**src/core/hcp_pkg.sv**
```systemverilog
package hcp_pkg;
   // Avalon byte addresses of the word registers.
   localparam logic [6:0] HCP_ADDR_EXT_HIGH     = 7'h00;
   localparam logic [6:0] HCP_ADDR_EXT_LOW      = 7'h04;
   localparam logic [6:0] HCP_ADDR_STATUS_WR    = 7'h08;
   localparam logic [6:0] HCP_ADDR_STATUS_LOW   = 7'h0C;
   localparam logic [6:0] HCP_ADDR_STATUS_HIGH  = 7'h10;
   localparam logic [6:0] HCP_ADDR_CLEAR        = 7'h14;
   localparam logic [6:0] HCP_ADDR_CONTINUE     = 7'h18;
   localparam logic [6:0] HCP_ADDR_HALT         = 7'h1C;
   localparam logic [6:0] HCP_ADDR_PC_TRAP_LOAD = 7'h20;
   localparam logic [6:0] HCP_ADDR_PC_TRAP_DIS  = 7'h24;
   localparam logic [6:0] HCP_ADDR_PC_LOAD      = 7'h28;
   localparam logic [6:0] HCP_ADDR_PC_HIGH      = 7'h2C;
   localparam logic [6:0] HCP_ADDR_PC_LOW       = 7'h30;
   localparam logic [6:0] HCP_ADDR_DA_TRAP_LOAD = 7'h34;
   localparam logic [6:0] HCP_ADDR_DA_TRAP_DIS  = 7'h38;
   localparam logic [6:0] HCP_ADDR_IRQ_STATUS   = 7'h3C;
   localparam logic [6:0] HCP_ADDR_IRQ_MASK     = 7'h40;
   localparam logic [6:0] HCP_ADDR_CTRL_STATE   = 7'h44;

   // Widths of the host word, the processor word and the event set.
   localparam int HCP_HOST_W = 12;
   localparam int HCP_WORD_W = 16;
   localparam int HCP_HIGH_W = 4;
   localparam int HCP_IRQ_W  = 2;

   // Event bit positions in the interrupt status and mask registers.
   localparam int HCP_IRQ_PC_TRAP = 0;
   localparam int HCP_IRQ_DA_TRAP = 1;

   // Bit positions in the control state read-back word.
   localparam int HCP_CTRL_RUN        = 0;
   localparam int HCP_CTRL_PC_TRAP_EN = 1;
   localparam int HCP_CTRL_DA_TRAP_EN = 2;
   localparam int HCP_CTRL_SWITCH     = 3;

   // Default bit of the status word that reports a trap hit.
   localparam int HCP_TRAP_FOUND_BIT = 0;

   // Reset values.
   localparam logic [15:0] HCP_WORD_RST = 16'h0000;
   localparam logic [11:0] HCP_HOST_RST = 12'h000;
   localparam logic [1:0]  HCP_IRQ_RST  = 2'h0;
   localparam logic [31:0] HCP_BUS_RST  = 32'h0000_0000;
endpackage

```
**src/core/hcp_host_control_port.sv**
```systemverilog
// The Avalon-MM slave port and the address map were left to the implementer.
`timescale 1ns/1ns
// Behaviour
// Host reads and writes 16-bit status word.
// Status read as bits 0-3, then 4-15; the code reads bits 11..0 at 0C and bits 15..12 at 10.
// Clear resets registers, pushdown counter, PC, traps.
// Continue sets the run flip-flop.
// Halt clears the run flip-flop.
// Enabled PC trap halts on match, flags found.
// PC trap load copies extended pair, enables.
// PC trap disable stops PC match halts.
// PC load copies extended pair into PC.
// PC read as high part, then low.
// Enabled data-address trap halts on match, flags.
// Data-address trap load copies pair, enables.
// Data-address trap disable turns trap off.
// Extended high and low loaded from accumulator.
// High holds upper twelve, low lower twelve.
// Value is high low nibble above low twelve.
module hcp_host_control_port
   import hcp_pkg::*;
#(
   parameter int TRAP_FOUND_BIT = HCP_TRAP_FOUND_BIT
) (
   // Clock, reset and clock enable.
   input  wire logic        mclk_i,
   input  wire logic        reset_n_i,
   input  wire logic        ce_i,
   // Avalon-MM slave.
   input  wire logic [6:0]  avs_address_i,
   input  wire logic        avs_read_i,
   input  wire logic        avs_write_i,
   input  wire logic [31:0] avs_writedata_i,
   input  wire logic [3:0]  avs_byteenable_i,
   output logic      [31:0] avs_readdata_o,
   output logic             avs_waitrequest_o,
   // Interrupt.
   output logic             irq_o,
   // Picture processor side.
   input  wire logic        trap_switch_i,
   input  wire logic        proc_pc_we_i,
   input  wire logic [15:0] proc_pc_i,
   input  wire logic        data_address_valid_i,
   input  wire logic [15:0] data_address_bus_i,
   output logic             run_o,
   output logic      [15:0] pc_o,
   output logic      [15:0] status_o,
   output logic             processor_io_clear_o,
   output logic             pushdown_list_clear_o
);

   // Register map, byte offsets on the Avalon side:
   //   00 extended address high, 12 bits, read and write.
   //   04 extended address low, 12 bits, read and write.
   //   08 processor status word, 16 bits, read and write.
   //   0C status read low command, status bits 11..0 on data 11..0.
   //   10 status read high command, status bits 15..12 on data 3..0.
   //   14 clear command, write only.
   //   18 continue command, write only.
   //   1C halt command, write only.
   //   20 program counter trap load, write; a read returns the trap value.
   //   24 program counter trap disable, write only.
   //   28 program counter load, write only.
   //   2C program counter read high, bits 15..12 on data 3..0.
   //   30 program counter read low, bits 11..0 on data 11..0.
   //   34 data address trap load, write; a read returns the trap value.
   //   38 data address trap disable, write only.
   //   3C interrupt status, read, write one to clear.
   //   40 interrupt mask, read and write.
   //   44 control state: run, both trap enables and the panel switch.
   // Reads of write-only or unmapped offsets return zero, and the value
   // written to a command offset is ignored.

   // The trap-found bit must name a bit of the status word.
   if (TRAP_FOUND_BIT < 0 || TRAP_FOUND_BIT >= HCP_WORD_W) begin : g_bad_trap_bit
      $error("TRAP_FOUND_BIT must lie inside the status word");
   end

   typedef struct packed {
      logic [11:0] ext_addr_high_reg;
      logic [11:0] ext_addr_low_reg;
      logic [15:0] status_reg;
      logic        run_reg;
      logic [15:0] pc_reg;
      logic [15:0] pc_trap_reg;
      logic        pc_trap_en_reg;
      logic [15:0] da_trap_reg;
      logic        da_trap_en_reg;
      logic [1:0]  irq_status_reg;
      logic [1:0]  irq_mask_reg;
      logic        ack_reg;
      logic [31:0] rdata_reg;
      logic        io_clear_reg;
      logic        pdl_clear_reg;
   } hcp_state_s;

   localparam hcp_state_s HCP_STATE_RST = '{
      ext_addr_high_reg : HCP_HOST_RST,
      ext_addr_low_reg  : HCP_HOST_RST,
      status_reg        : HCP_WORD_RST,
      run_reg           : 1'b0,
      pc_reg            : HCP_WORD_RST,
      pc_trap_reg       : HCP_WORD_RST,
      pc_trap_en_reg    : 1'b0,
      da_trap_reg       : HCP_WORD_RST,
      da_trap_en_reg    : 1'b0,
      irq_status_reg    : HCP_IRQ_RST,
      irq_mask_reg      : HCP_IRQ_RST,
      ack_reg           : 1'b0,
      rdata_reg         : HCP_BUS_RST,
      io_clear_reg      : 1'b0,
      pdl_clear_reg     : 1'b0
   };

   hcp_state_s st_reg;
   hcp_state_s st_next;

   logic        req;
   logic        wr_take;
   logic [15:0] lane_mask;
   logic [15:0] wdata16;
   logic [15:0] ext_pair;
   logic        pc_hit;
   logic        da_hit;
   logic [1:0]  events;

   // The request is answered one cycle after it appears.
   assign req               = avs_read_i | avs_write_i;
   assign avs_waitrequest_o = req & ~st_reg.ack_reg;
   assign wr_take           = avs_write_i & st_reg.ack_reg & ce_i & (|avs_byteenable_i[1:0]);
   assign lane_mask         = {{8{avs_byteenable_i[1]}}, {8{avs_byteenable_i[0]}}};
   assign wdata16           = avs_writedata_i[15:0];

   assign ext_pair = {st_reg.ext_addr_high_reg[HCP_HIGH_W-1:0], st_reg.ext_addr_low_reg};

   // Traps only fire while the processor runs and the panel switch is up.
   assign pc_hit = st_reg.run_reg & st_reg.pc_trap_en_reg & trap_switch_i
                 & (st_reg.pc_reg == st_reg.pc_trap_reg);
   assign da_hit = st_reg.run_reg & st_reg.da_trap_en_reg & trap_switch_i
                 & data_address_valid_i
                 & (data_address_bus_i == st_reg.da_trap_reg);

   always_comb begin
      events                  = 2'b00;
      events[HCP_IRQ_PC_TRAP] = pc_hit;
      events[HCP_IRQ_DA_TRAP] = da_hit;
   end

   always_comb begin
      st_next               = st_reg;
      st_next.io_clear_reg  = 1'b0;
      st_next.pdl_clear_reg = 1'b0;
      // The answer flop rises for one cycle per request, giving one wait cycle.
      st_next.ack_reg       = req & ~st_reg.ack_reg;

      // The processor's own PC write loses to a host clear or load below.
      if (proc_pc_we_i) begin
         st_next.pc_reg = proc_pc_i;
      end

      // Read data is latched in the wait cycle and held at the answer edge.
      if (req & ~st_reg.ack_reg) begin
         st_next.rdata_reg = HCP_BUS_RST;
         if (avs_read_i) begin
            case (avs_address_i)
               HCP_ADDR_EXT_HIGH: begin
                  st_next.rdata_reg[11:0] = st_reg.ext_addr_high_reg;
               end
               HCP_ADDR_EXT_LOW: begin
                  st_next.rdata_reg[11:0] = st_reg.ext_addr_low_reg;
               end
               HCP_ADDR_STATUS_WR: begin
                  st_next.rdata_reg[15:0] = st_reg.status_reg;
               end
               HCP_ADDR_STATUS_LOW: begin
                  st_next.rdata_reg[11:0] = st_reg.status_reg[11:0];
               end
               HCP_ADDR_STATUS_HIGH: begin
                  st_next.rdata_reg[3:0] = st_reg.status_reg[15:12];
               end
               HCP_ADDR_PC_TRAP_LOAD: begin
                  st_next.rdata_reg[15:0] = st_reg.pc_trap_reg;
               end
               HCP_ADDR_PC_HIGH: begin
                  st_next.rdata_reg[3:0] = st_reg.pc_reg[15:12];
               end
               HCP_ADDR_PC_LOW: begin
                  st_next.rdata_reg[11:0] = st_reg.pc_reg[11:0];
               end
               HCP_ADDR_DA_TRAP_LOAD: begin
                  st_next.rdata_reg[15:0] = st_reg.da_trap_reg;
               end
               HCP_ADDR_IRQ_STATUS: begin
                  st_next.rdata_reg[1:0] = st_reg.irq_status_reg;
               end
               HCP_ADDR_IRQ_MASK: begin
                  st_next.rdata_reg[1:0] = st_reg.irq_mask_reg;
               end
               HCP_ADDR_CTRL_STATE: begin
                  st_next.rdata_reg[HCP_CTRL_RUN]        = st_reg.run_reg;
                  st_next.rdata_reg[HCP_CTRL_PC_TRAP_EN] = st_reg.pc_trap_en_reg;
                  st_next.rdata_reg[HCP_CTRL_DA_TRAP_EN] = st_reg.da_trap_en_reg;
                  st_next.rdata_reg[HCP_CTRL_SWITCH]     = trap_switch_i;
               end
               default: begin
                  st_next.rdata_reg = HCP_BUS_RST;
               end
            endcase
         end
      end

      // Writes act at the answer edge only, and only with a low byte lane enabled.
      if (wr_take) begin
         case (avs_address_i)
            HCP_ADDR_EXT_HIGH: begin
               st_next.ext_addr_high_reg = avs_writedata_i[11:0];
            end
            HCP_ADDR_EXT_LOW: begin
               st_next.ext_addr_low_reg = avs_writedata_i[11:0];
            end
            HCP_ADDR_STATUS_WR: begin
               st_next.status_reg = (st_reg.status_reg & ~lane_mask)
                                  | (wdata16 & lane_mask);
            end
            HCP_ADDR_CLEAR: begin
               st_next.status_reg     = HCP_WORD_RST;
               st_next.run_reg        = 1'b0;
               st_next.pc_reg         = HCP_WORD_RST;
               st_next.pc_trap_en_reg = 1'b0;
               st_next.da_trap_en_reg = 1'b0;
               st_next.io_clear_reg   = 1'b1;
               st_next.pdl_clear_reg  = 1'b1;
            end
            HCP_ADDR_CONTINUE: begin
               st_next.run_reg = 1'b1;
            end
            HCP_ADDR_HALT: begin
               st_next.run_reg = 1'b0;
            end
            HCP_ADDR_PC_TRAP_LOAD: begin
               st_next.pc_trap_reg    = ext_pair;
               st_next.pc_trap_en_reg = 1'b1;
            end
            HCP_ADDR_PC_TRAP_DIS: begin
               st_next.pc_trap_en_reg = 1'b0;
            end
            HCP_ADDR_PC_LOAD: begin
               st_next.pc_reg = ext_pair;
            end
            HCP_ADDR_DA_TRAP_LOAD: begin
               st_next.da_trap_reg    = ext_pair;
               st_next.da_trap_en_reg = 1'b1;
            end
            HCP_ADDR_DA_TRAP_DIS: begin
               st_next.da_trap_en_reg = 1'b0;
            end
            HCP_ADDR_IRQ_STATUS: begin
               st_next.irq_status_reg = st_reg.irq_status_reg & ~avs_writedata_i[1:0];
            end
            HCP_ADDR_IRQ_MASK: begin
               st_next.irq_mask_reg = avs_writedata_i[1:0];
            end
            default: begin
               st_next.run_reg = st_next.run_reg;
            end
         endcase
      end

      // A trap hit overrides a continue in the same cycle and beats any clear.
      if (pc_hit | da_hit) begin
         st_next.run_reg                    = 1'b0;
         st_next.status_reg[TRAP_FOUND_BIT] = 1'b1;
      end
      st_next.irq_status_reg = st_next.irq_status_reg | events;

      // Clock enable low freezes every bit of state, the bus handshake included.
      if (!ce_i) begin
         st_next = st_reg;
      end
   end

   // Reset is synchronous and does not wait for the clock enable.
   always_ff @(posedge mclk_i) begin
      if (!reset_n_i) begin
         st_reg <= HCP_STATE_RST;
      end else begin
         st_reg <= st_next;
      end
   end

   assign avs_readdata_o        = st_reg.rdata_reg;
   assign irq_o                 = |(st_reg.irq_status_reg & st_reg.irq_mask_reg);
   assign run_o                 = st_reg.run_reg;
   assign pc_o                  = st_reg.pc_reg;
   assign status_o              = st_reg.status_reg;
   assign processor_io_clear_o  = st_reg.io_clear_reg;
   assign pushdown_list_clear_o = st_reg.pdl_clear_reg;

endmodule // hcp_host_control_port

```
**config.mk**
```make
export PLATFORM = sky130hd
export DESIGN_NAME = hcp_host_control_port
export DESIGN_NICKNAME = d
export VERILOG_FILES = /design/src/core/hcp_pkg.sv /design/src/core/hcp_host_control_port.sv
export SDC_FILE = /design/constraint.sdc
export NUM_CORES = 1
export LEC_CHECK = 0
export ABC_CLOCK_PERIOD_IN_PS = 1600
export BUFFER_PORTS_ARGS = -buffer_cell sky130_fd_sc_hd__buf_2
export CELL_PAD_IN_SITES_DETAIL_PLACEMENT = 1
export CELL_PAD_IN_SITES_GLOBAL_PLACEMENT = 2
export CORE_MARGIN = 2
export CORE_UTILIZATION = 28
export DETAILED_ROUTE_END_ITERATION = 16
export GPL_TIMING_DRIVEN = 1
export PLACE_DENSITY_LB_ADDON = 0.1
export SKIP_LAST_GASP = 1
export SLEW_MARGIN = 10
export SYNTH_ARGS = -nofsm -noshare
export SYNTH_HDL_FRONTEND = slang
export SYNTH_SLANG_ARGS = --single-unit
```
**constraint.sdc**
```tcl
create_clock -name mclk_i -period 1.6 [get_ports mclk_i]
set_input_delay 0.16 -clock mclk_i [delete_from_list [all_inputs] [get_ports mclk_i]]
set_output_delay 0.16 -clock mclk_i [all_outputs]
set_load 0.01 [all_outputs]
```
==> impl_metrics.toml, run 1 <==
[route]
routed_wire_length_per_instance_um = 22.94
initialDrtViolationCount = 354
drt_first_pass_iters = 6
ant_nets = 0
via_count = 6413
remaining_drc_errors = 0
route.final.wire_length_um = 28240
route.detailed.vias_per_inst = 5.210

[worst_setup_path]
setup.worst_path.class = "flop to flop"
critical-path-max-stage-delay_ns = 0.57
timing.critical_path.buf_inv = 1
reg2reg_slack_ns = -0.09
worst-path-max-fanout = 2
setup.worst_path.start = "st_reg[39]"
reg2reg_to = "run_o"
number_of_cells_traversed_by_the_worst_register_to_register_path = 6
critPathArrivalTime_ns = 1.99
worst_path_dominant_cell_family = "simple AND/OR/NAND/NOR gates"
setup.worst_path.start_class = "flop"
critical_path_slowest_stage_cell = "sky130_fd_sc_hd__or4_4"
worstSetupEndpoint = "run_o"
timing.critical_path.required_ns = 1.89
path_cells = "nand4_1, buf_6, nand2b_4, or4_4, o22ai_4, a21oi_2"
cp_num_cells = 6
endpoint_kind = "flop"
crit-reg2reg-launch = "st_reg[39]"

[timing]
finClkSkew_ns = 0.01641
timing.final.crit_share_pct = 105.9
setup-violations-final = 4
worst_slew_pin_slew_ns = 0.5520
max-slew-margin-rel_pct = 62.62
setup_slack_ns = -0.09488
final.min_clock_period_ns = 1.695
rsz_0062_raised_after_global_routing = "yes"
hold_violations = 0
achievable_clock_frequency_mhz = 590.0
report.final.slew_viol_count = 0

[clock_network]
cts.sink_count = 113
tritoncts = "done"
insertion_delay_ns = 0.43
cts.path.max_buffers = 2
clk_pin_slew_ns = 0.06
cts_root_buf = "sky130_fd_sc_hd__clkbuf_16"
cts-htree-levels = 4
tritoncts.num_buffers = 17

[global_route]
grt-ovfl-total = 0
pin_count_of_the_biggest_net_entering_global_routing = 35
grt_pass1_vias = 6561
grt_antenna_before_repair = 1
grt_use_total_pct = 23.69
grt_first_pass_wirelength_um = 42120

[run]
max-cap-violations = 0

[min_path]
worst_hold_path_type = "primary input to flop"

[floorplanning]
fp.dieW_um = 153.6
dieHeight_um = 153.6
fp.dieArea_mm2 = 0.02360
num_io_pins = 152
initial_core_util_pct = 28.64
placementRows = 54
core_area_mm2 = 0.02189

[place]
numPortBuffers = 117
routabilityCongestion = 0.9233
detailed_place_hpwl_um = 22580
dpl_cell_area_mm2 = 0.007873
post-place-cells = 1191

[synthesis]
synthesis.instances = 741
yosys_most_used_dff = "sky130_fd_sc_hd__dfxtp_1"
synth_cell_type_count = 68
yosys_warnings = 0
synth_sequential_area_ratio_pct = 36.09
avgSynthCellArea_um2 = 8.460
synth-seq-cells = 113
synth-async-reset-ratio_pct = 0
synth.cell_area_mm2 = 0.006269
synth_edf_count = 0

[power_and_ir_drop]
power.total_uw = 7667
power_leakage_uw = 0.003791
max-vdd-ir-drop_mv = 0.6900
cellPowerDensity_mw_per_mm2 = 861.5

[outcome]
run_status = "complete, but fails checks"
violations = "negative setup slack"

[layout]
number_of_standard_cells_in_the_final_layout_excluding_fillers = 1231
synthToLayoutAreaGrowth_pct = 41.98
finalInstanceArea_mm2 = 0.008900
largest_register_ff_count = 47
fraction_of_layout_instances_using_a_drive_strength_above_1_pct = 43.16
layout.nets = 1020
==> routing by layer <==
layer | up-vias | part of all wire, % | GRT usage (%)
met5 | - | 0 | 0
met4 | 0 | 1.1 | 5.199
met3 | 19 | 5.5 | 4.791
met2 | 193 | 45 | 36.83
met1 | 3198 | 48 | 33.90
li1 | 3003 | - | -
==> per-stage QoR <==
step | TNS [ns] | utilization [%] | worst slack [ns] | hold slack, ns
after CTS | -0.2966 | 39.33 | -0.09147 | 0.0002301
after global placement | -20.79 | 35.96 | -0.3684 | 0.4336
after floorplan | 0 | - | 0.01457 | 0.2817
final | -0.2147 | 40.66 | -0.09488 | 0.01335
after detailed placement | -22.89 | 35.96 | -0.3519 | 0.4353
after global routing | -1.292 | 40.64 | -0.1369 | 0.01262
==> cell usage in the layout, fill, tap and decap left out, types with 9 or more instances in the layout <==
cell	instances
sky130_fd_sc_hd__buf_4	135
sky130_fd_sc_hd__nor2_1	49
sky130_fd_sc_hd__nand2_1	90
sky130_fd_sc_hd__nor2_4	9
sky130_fd_sc_hd__xnor2_1	18
sky130_fd_sc_hd__a31oi_1	9
sky130_fd_sc_hd__a21oi_2	18
sky130_fd_sc_hd__a21oi_1	54
sky130_fd_sc_hd__a21o_1	12
sky130_fd_sc_hd__dfxtp_2	10
sky130_fd_sc_hd__clkbuf_16	17
sky130_fd_sc_hd__buf_12	13
sky130_fd_sc_hd__conb_1	16
sky130_fd_sc_hd__mux2i_1	39
sky130_fd_sc_hd__xnor2_2	12
sky130_fd_sc_hd__dfxtp_1	101
sky130_fd_sc_hd__a22oi_1	26
sky130_fd_sc_hd__a211oi_1	13
sky130_fd_sc_hd__o221a_2	15
sky130_fd_sc_hd__buf_2	117
sky130_fd_sc_hd__nand4_1	12
sky130_fd_sc_hd__nand3_1	18
==> worst register-to-register path, stage by stage, from the launching register on <==
cell and delay [ns]:
sky130_fd_sc_hd__dfxtp_1 0.33, sky130_fd_sc_hd__nand4_1 0.10, sky130_fd_sc_hd__buf_6 0.15, sky130_fd_sc_hd__nand2b_4 0.13, sky130_fd_sc_hd__or4_4 0.57, sky130_fd_sc_hd__o22ai_4 0.22
sky130_fd_sc_hd__a21oi_2 0.08
==> worst min-delay path by stage <==
stage               slack (ns)           startpoint  cells past startpoint           end
floorplan                 0.28            reset_n_i                      1    st_reg[37]
global placement          0.43  avs_writedata_i[13]                      2  status_o[13]
detailed placement        0.44  avs_writedata_i[13]                      2  status_o[13]
CTS                     0.0002   avs_writedata_i[8]                      3   st_reg[126]
global route              0.01  avs_writedata_i[12]                      2  status_o[12]
finish                    0.01  avs_writedata_i[13]                      2  status_o[13]
==> cell type report <==
class | count | area [um^2]
clock buffers | 21 | 460.4
multi-input cells | 526 | 3702
diodes | 1 | 2.502
inverters | 8 | 30.03
flip-flops and latches | 113 | 2282
well taps | 280 | 350.3
fillers | 2617 | 12990
repair buffers | 271 | 1942
clock inverters | 11 | 130.1
==> power breakdown <==
group          switching, uW  leakage (uW)  internal (uW)  total [uW]
Combinational            521       0.00260            416         938
Sequential              34.1      0.000920           2840        2880
Clock                   1470      0.000276           2380        3850
Total                   2020       0.00379           5650        7670
==> cells in the mapped netlist (all sizes together), types with 3 or more instances <==
cell type,n,share of area (%)
nor4,4,0.50
nor2,65,3.9
xor2,5,0.70
and4,3,0.42
and2,6,0.60
mux2i,39,6.2
nand2b,3,0.30
a31oi,9,0.90
nand4,12,1.2
nand2,93,5.6
dfxtp,113,36
nand3b,3,0.36
xnor2,30,4.2
o221a,15,2.7
mux2,5,0.90
a21o,12,1.4
nand3,19,1.5
a22oi,26,3.1
clkbuf,23,1.4
a222oi,5,0.80
a21oi,72,5.7
o22ai,3,0.30
buf,86,9.5
inv,7,0.42
o21ai,8,0.64
a211oi,16,1.9
o32ai,3,0.42
and3,4,0.40
nor3,9,1.1
==> cells by family (layout without fill, tap and decap cells) <==
group / Yosys count / in the layout / synth area share (%)
DFF: 113 / 113 / 36.09
other: 1 / 17 / 0.05982
and+or+nand+nor: 239 / 239 / 18.46
AOI/OAI and AO/OA: 190 / 190 / 21.26
muxes: 46 / 46 / 7.844
buffers and inverters: 117 / 311 / 11.40
xor gates and xnor gates: 35 / 35 / 4.890
==> timing repair <==
| action | CTS | global route |
|---|---|---|
| hold endpoints to repair | 1 | 0 |
| setup endpoints to repair | 67 | 44 |
| buffers inserted | 3 | 4 |
| pin swaps | 19 | 33 |
| hold buffers | 1 | 0 |
| cloned | 1 | 0 |
| resized for setup | 27 | 67 |
Power figures use the tool's default switching activity.
==> inputs of run 2 (changes only) <==
Settings changed: GPL_TIMING_DRIVEN 1 to 0.
==> run 2 against run 1 <==
Net effect:
- the flow still finishes with violations (negative setup slack)
- combinational power decreased by 4.7%
- die area unchanged
- clock skew decreased by 0.0087 ns
- clock-buffer cell count decreased by 4
- sequential cell count unchanged
- sequential power about the same
- hold slack improved by 0.00080 ns
- global-route usage increased by 0.081 points
- power increased by 3.1%
- critical path type unchanged
==> impl_metrics.toml, run 2 (synthesis results as in run 1) <==
[layout]
multi_input_area_mm2 = 0.004008
fraction_of_layout_instances_using_a_drive_strength_above_1_pct = 45.37
largest_register_ff_count = 47
regArea_mm2 = 0.002313
most_frequent_cells_in_the_layout = "sky130_fd_sc_hd__buf_2 (123), sky130_fd_sc_hd__buf_4 (106), sky130_fd_sc_hd__dfxtp_1 (88)"
layout_commonest_cell = "sky130_fd_sc_hd__buf_2"
num-fill-cells = 2560
layout.nets = 1020
antenna-diode-count = 0
synthToLayoutAreaGrowth_pct = 46.43

[clock_network]
tritoncts = "done"
cts_root_buf = "sky130_fd_sc_hd__clkbuf_16"
clk_pin_slew_ns = 0.06
cts-htree-levels = 4
cts.sink_count = 113
insertion_delay_ns = 0.42
cts.path.max_buffers = 2
tritoncts.num_buffers = 17

[floorplanning]
core_area_mm2 = 0.02189
num_io_pins = 152
fp.dieArea_mm2 = 0.02360
fp.dieW_um = 153.6
dieHeight_um = 153.6
initial_core_util_pct = 28.64
placementRows = 54

[outcome]
run_status = "complete, but fails checks"
violations = "negative setup slack"

[place]
detailed_place_hpwl_um = 22060
numPortBuffers = 115
routabilityCongestion = 0.9297

[timing]
setup_slack_ns = -0.05452
hold_violations = 0
final.min_clock_period_ns = 1.655
worst_slew_pin_slew_ns = 0.7886
fin_worst_hold_slack_ns = 0.01415
fin_tns_setup_ns = -0.1992
timing.final.crit_share_pct = 103.4
setup-violations-final = 9
finClkSkew_ns = 0.007689
achievable_clock_frequency_mhz = 604.4
report.final.slew_viol_count = 0
rsz_0062_raised_after_global_routing = "yes"
max-slew-margin-rel_pct = 47.23

[global_route]
grt_antenna_before_repair = 0
grt_use_total_pct = 23.77
grt-ovfl-total = 0
grt_pass1_vias = 6528
pin_count_of_the_biggest_net_entering_global_routing = 17
grt_first_pass_wirelength_um = 42050

[route]
remaining_drc_errors = 0
route.detailed.vias_per_inst = 5.233
initialDrtViolationCount = 437
ant_nets = 0
routed_wire_length_per_instance_um = 23.23
route.final.wire_length_um = 28570
drt_first_pass_iters = 7
via_count = 6436

[worst_setup_path]
worst-path-max-fanout = 2
number_of_cells_traversed_by_the_worst_register_to_register_path = 5
endpoint_kind = "flop"
critPathArrivalTime_ns = 1.93
setup.worst_path.class = "flop to flop"
setup.worst_path.start_class = "flop"
timing.critical_path.required_ns = 1.87

[power_and_ir_drop]
cellPowerDensity_mw_per_mm2 = 861.2
max-vdd-ir-drop_mv = 0.6898
power_leakage_uw = 0.003899

[min_path]
worstHoldPathCells = 2
worst_hold_path_type = "primary input to flop"

[run]
max-cap-violations = 0
==> run 2: metrics by stage <==
step                instance area [um^2]  cells  utilization [%]  power, uW  setup WS, ns
floorplan                           6365    756                -       3379       0.01457
global placement                    7291   1151            33.30       3677       -0.9511
detailed placement                  7291   1151            33.30       3691       -0.9688
CTS                                 8514   1213            38.89       7865      -0.04707
global route                        9179   1230            41.93       8177       -0.1131
finish                              9179   1230            41.93       7905      -0.05452
==> run 2: path summary, 6_finish.rpt <==
kind | start | endpoint | slack, ns
worst max-delay path | st_reg[40] | run_o | -0.05
worst min-delay path | avs_writedata_i[14] | status_o[14] | 0.01
worst max register to register | st_reg[40] | run_o | -0.05
worst min register to register | avs_readdata_o[11] | avs_readdata_o[11] | 0.45
==> run 2: routing by layer <==
metal | track usage (%) | part of all wire (%) | vias up | routed length (um)
met4 | 7.602 | 1.7 | 0 | 476
met2 | 38.18 | 47 | 186 | 13510
met5 | 0 | 0 | - | 0
li1 | - | - | 3002 | -
met3 | 4.312 | 4.8 | 32 | 1377
met1 | 32.38 | 46 | 3216 | 13210
==> run 2: what timing repair did <==
| action | in CTS | in global routing |
|---|---|---|
| gates resized for setup | 90 | 121 |
| pin swaps | 26 | 30 |
| setup buffers | 28 | 16 |
| hold buffers | 3 | 0 |
| cloned | 1 | 1 |
| hold endpoints to repair | 3 | 0 |
| setup endpoints to repair | 103 | 88 |
==> run 2: layout make-up <==
| cell class | count | share of cell area, % |
|---|---|---|
| multi-input combinational | 526 | 43.66 |
| sequential | 113 | 25.20 |
| timing repair buffer | 164 | 11.37 |
| buffer | 107 | 8.738 |
| clock buffer | 17 | 4.635 |
| tap | 280 | 3.817 |
| clock inverter | 15 | 2.249 |
| inverter | 8 | 0.3272 |
==> run 2: worst max-delay path, cell delays in order (launching register included) <==
cell,delay (ns)
sky130_fd_sc_hd__dfxtp_4,0.37
sky130_fd_sc_hd__xnor2_4,0.14
sky130_fd_sc_hd__nand4_1,0.13
sky130_fd_sc_hd__or4_4,0.60
sky130_fd_sc_hd__o22ai_4,0.19
sky130_fd_sc_hd__a21oi_1,0.09
==> run 2: where the power goes <==
part           internal, uW  switching [uW]
Clock                  2620            1480
Sequential             2840            69.3
Combinational           385             509
Total                  5840            2060
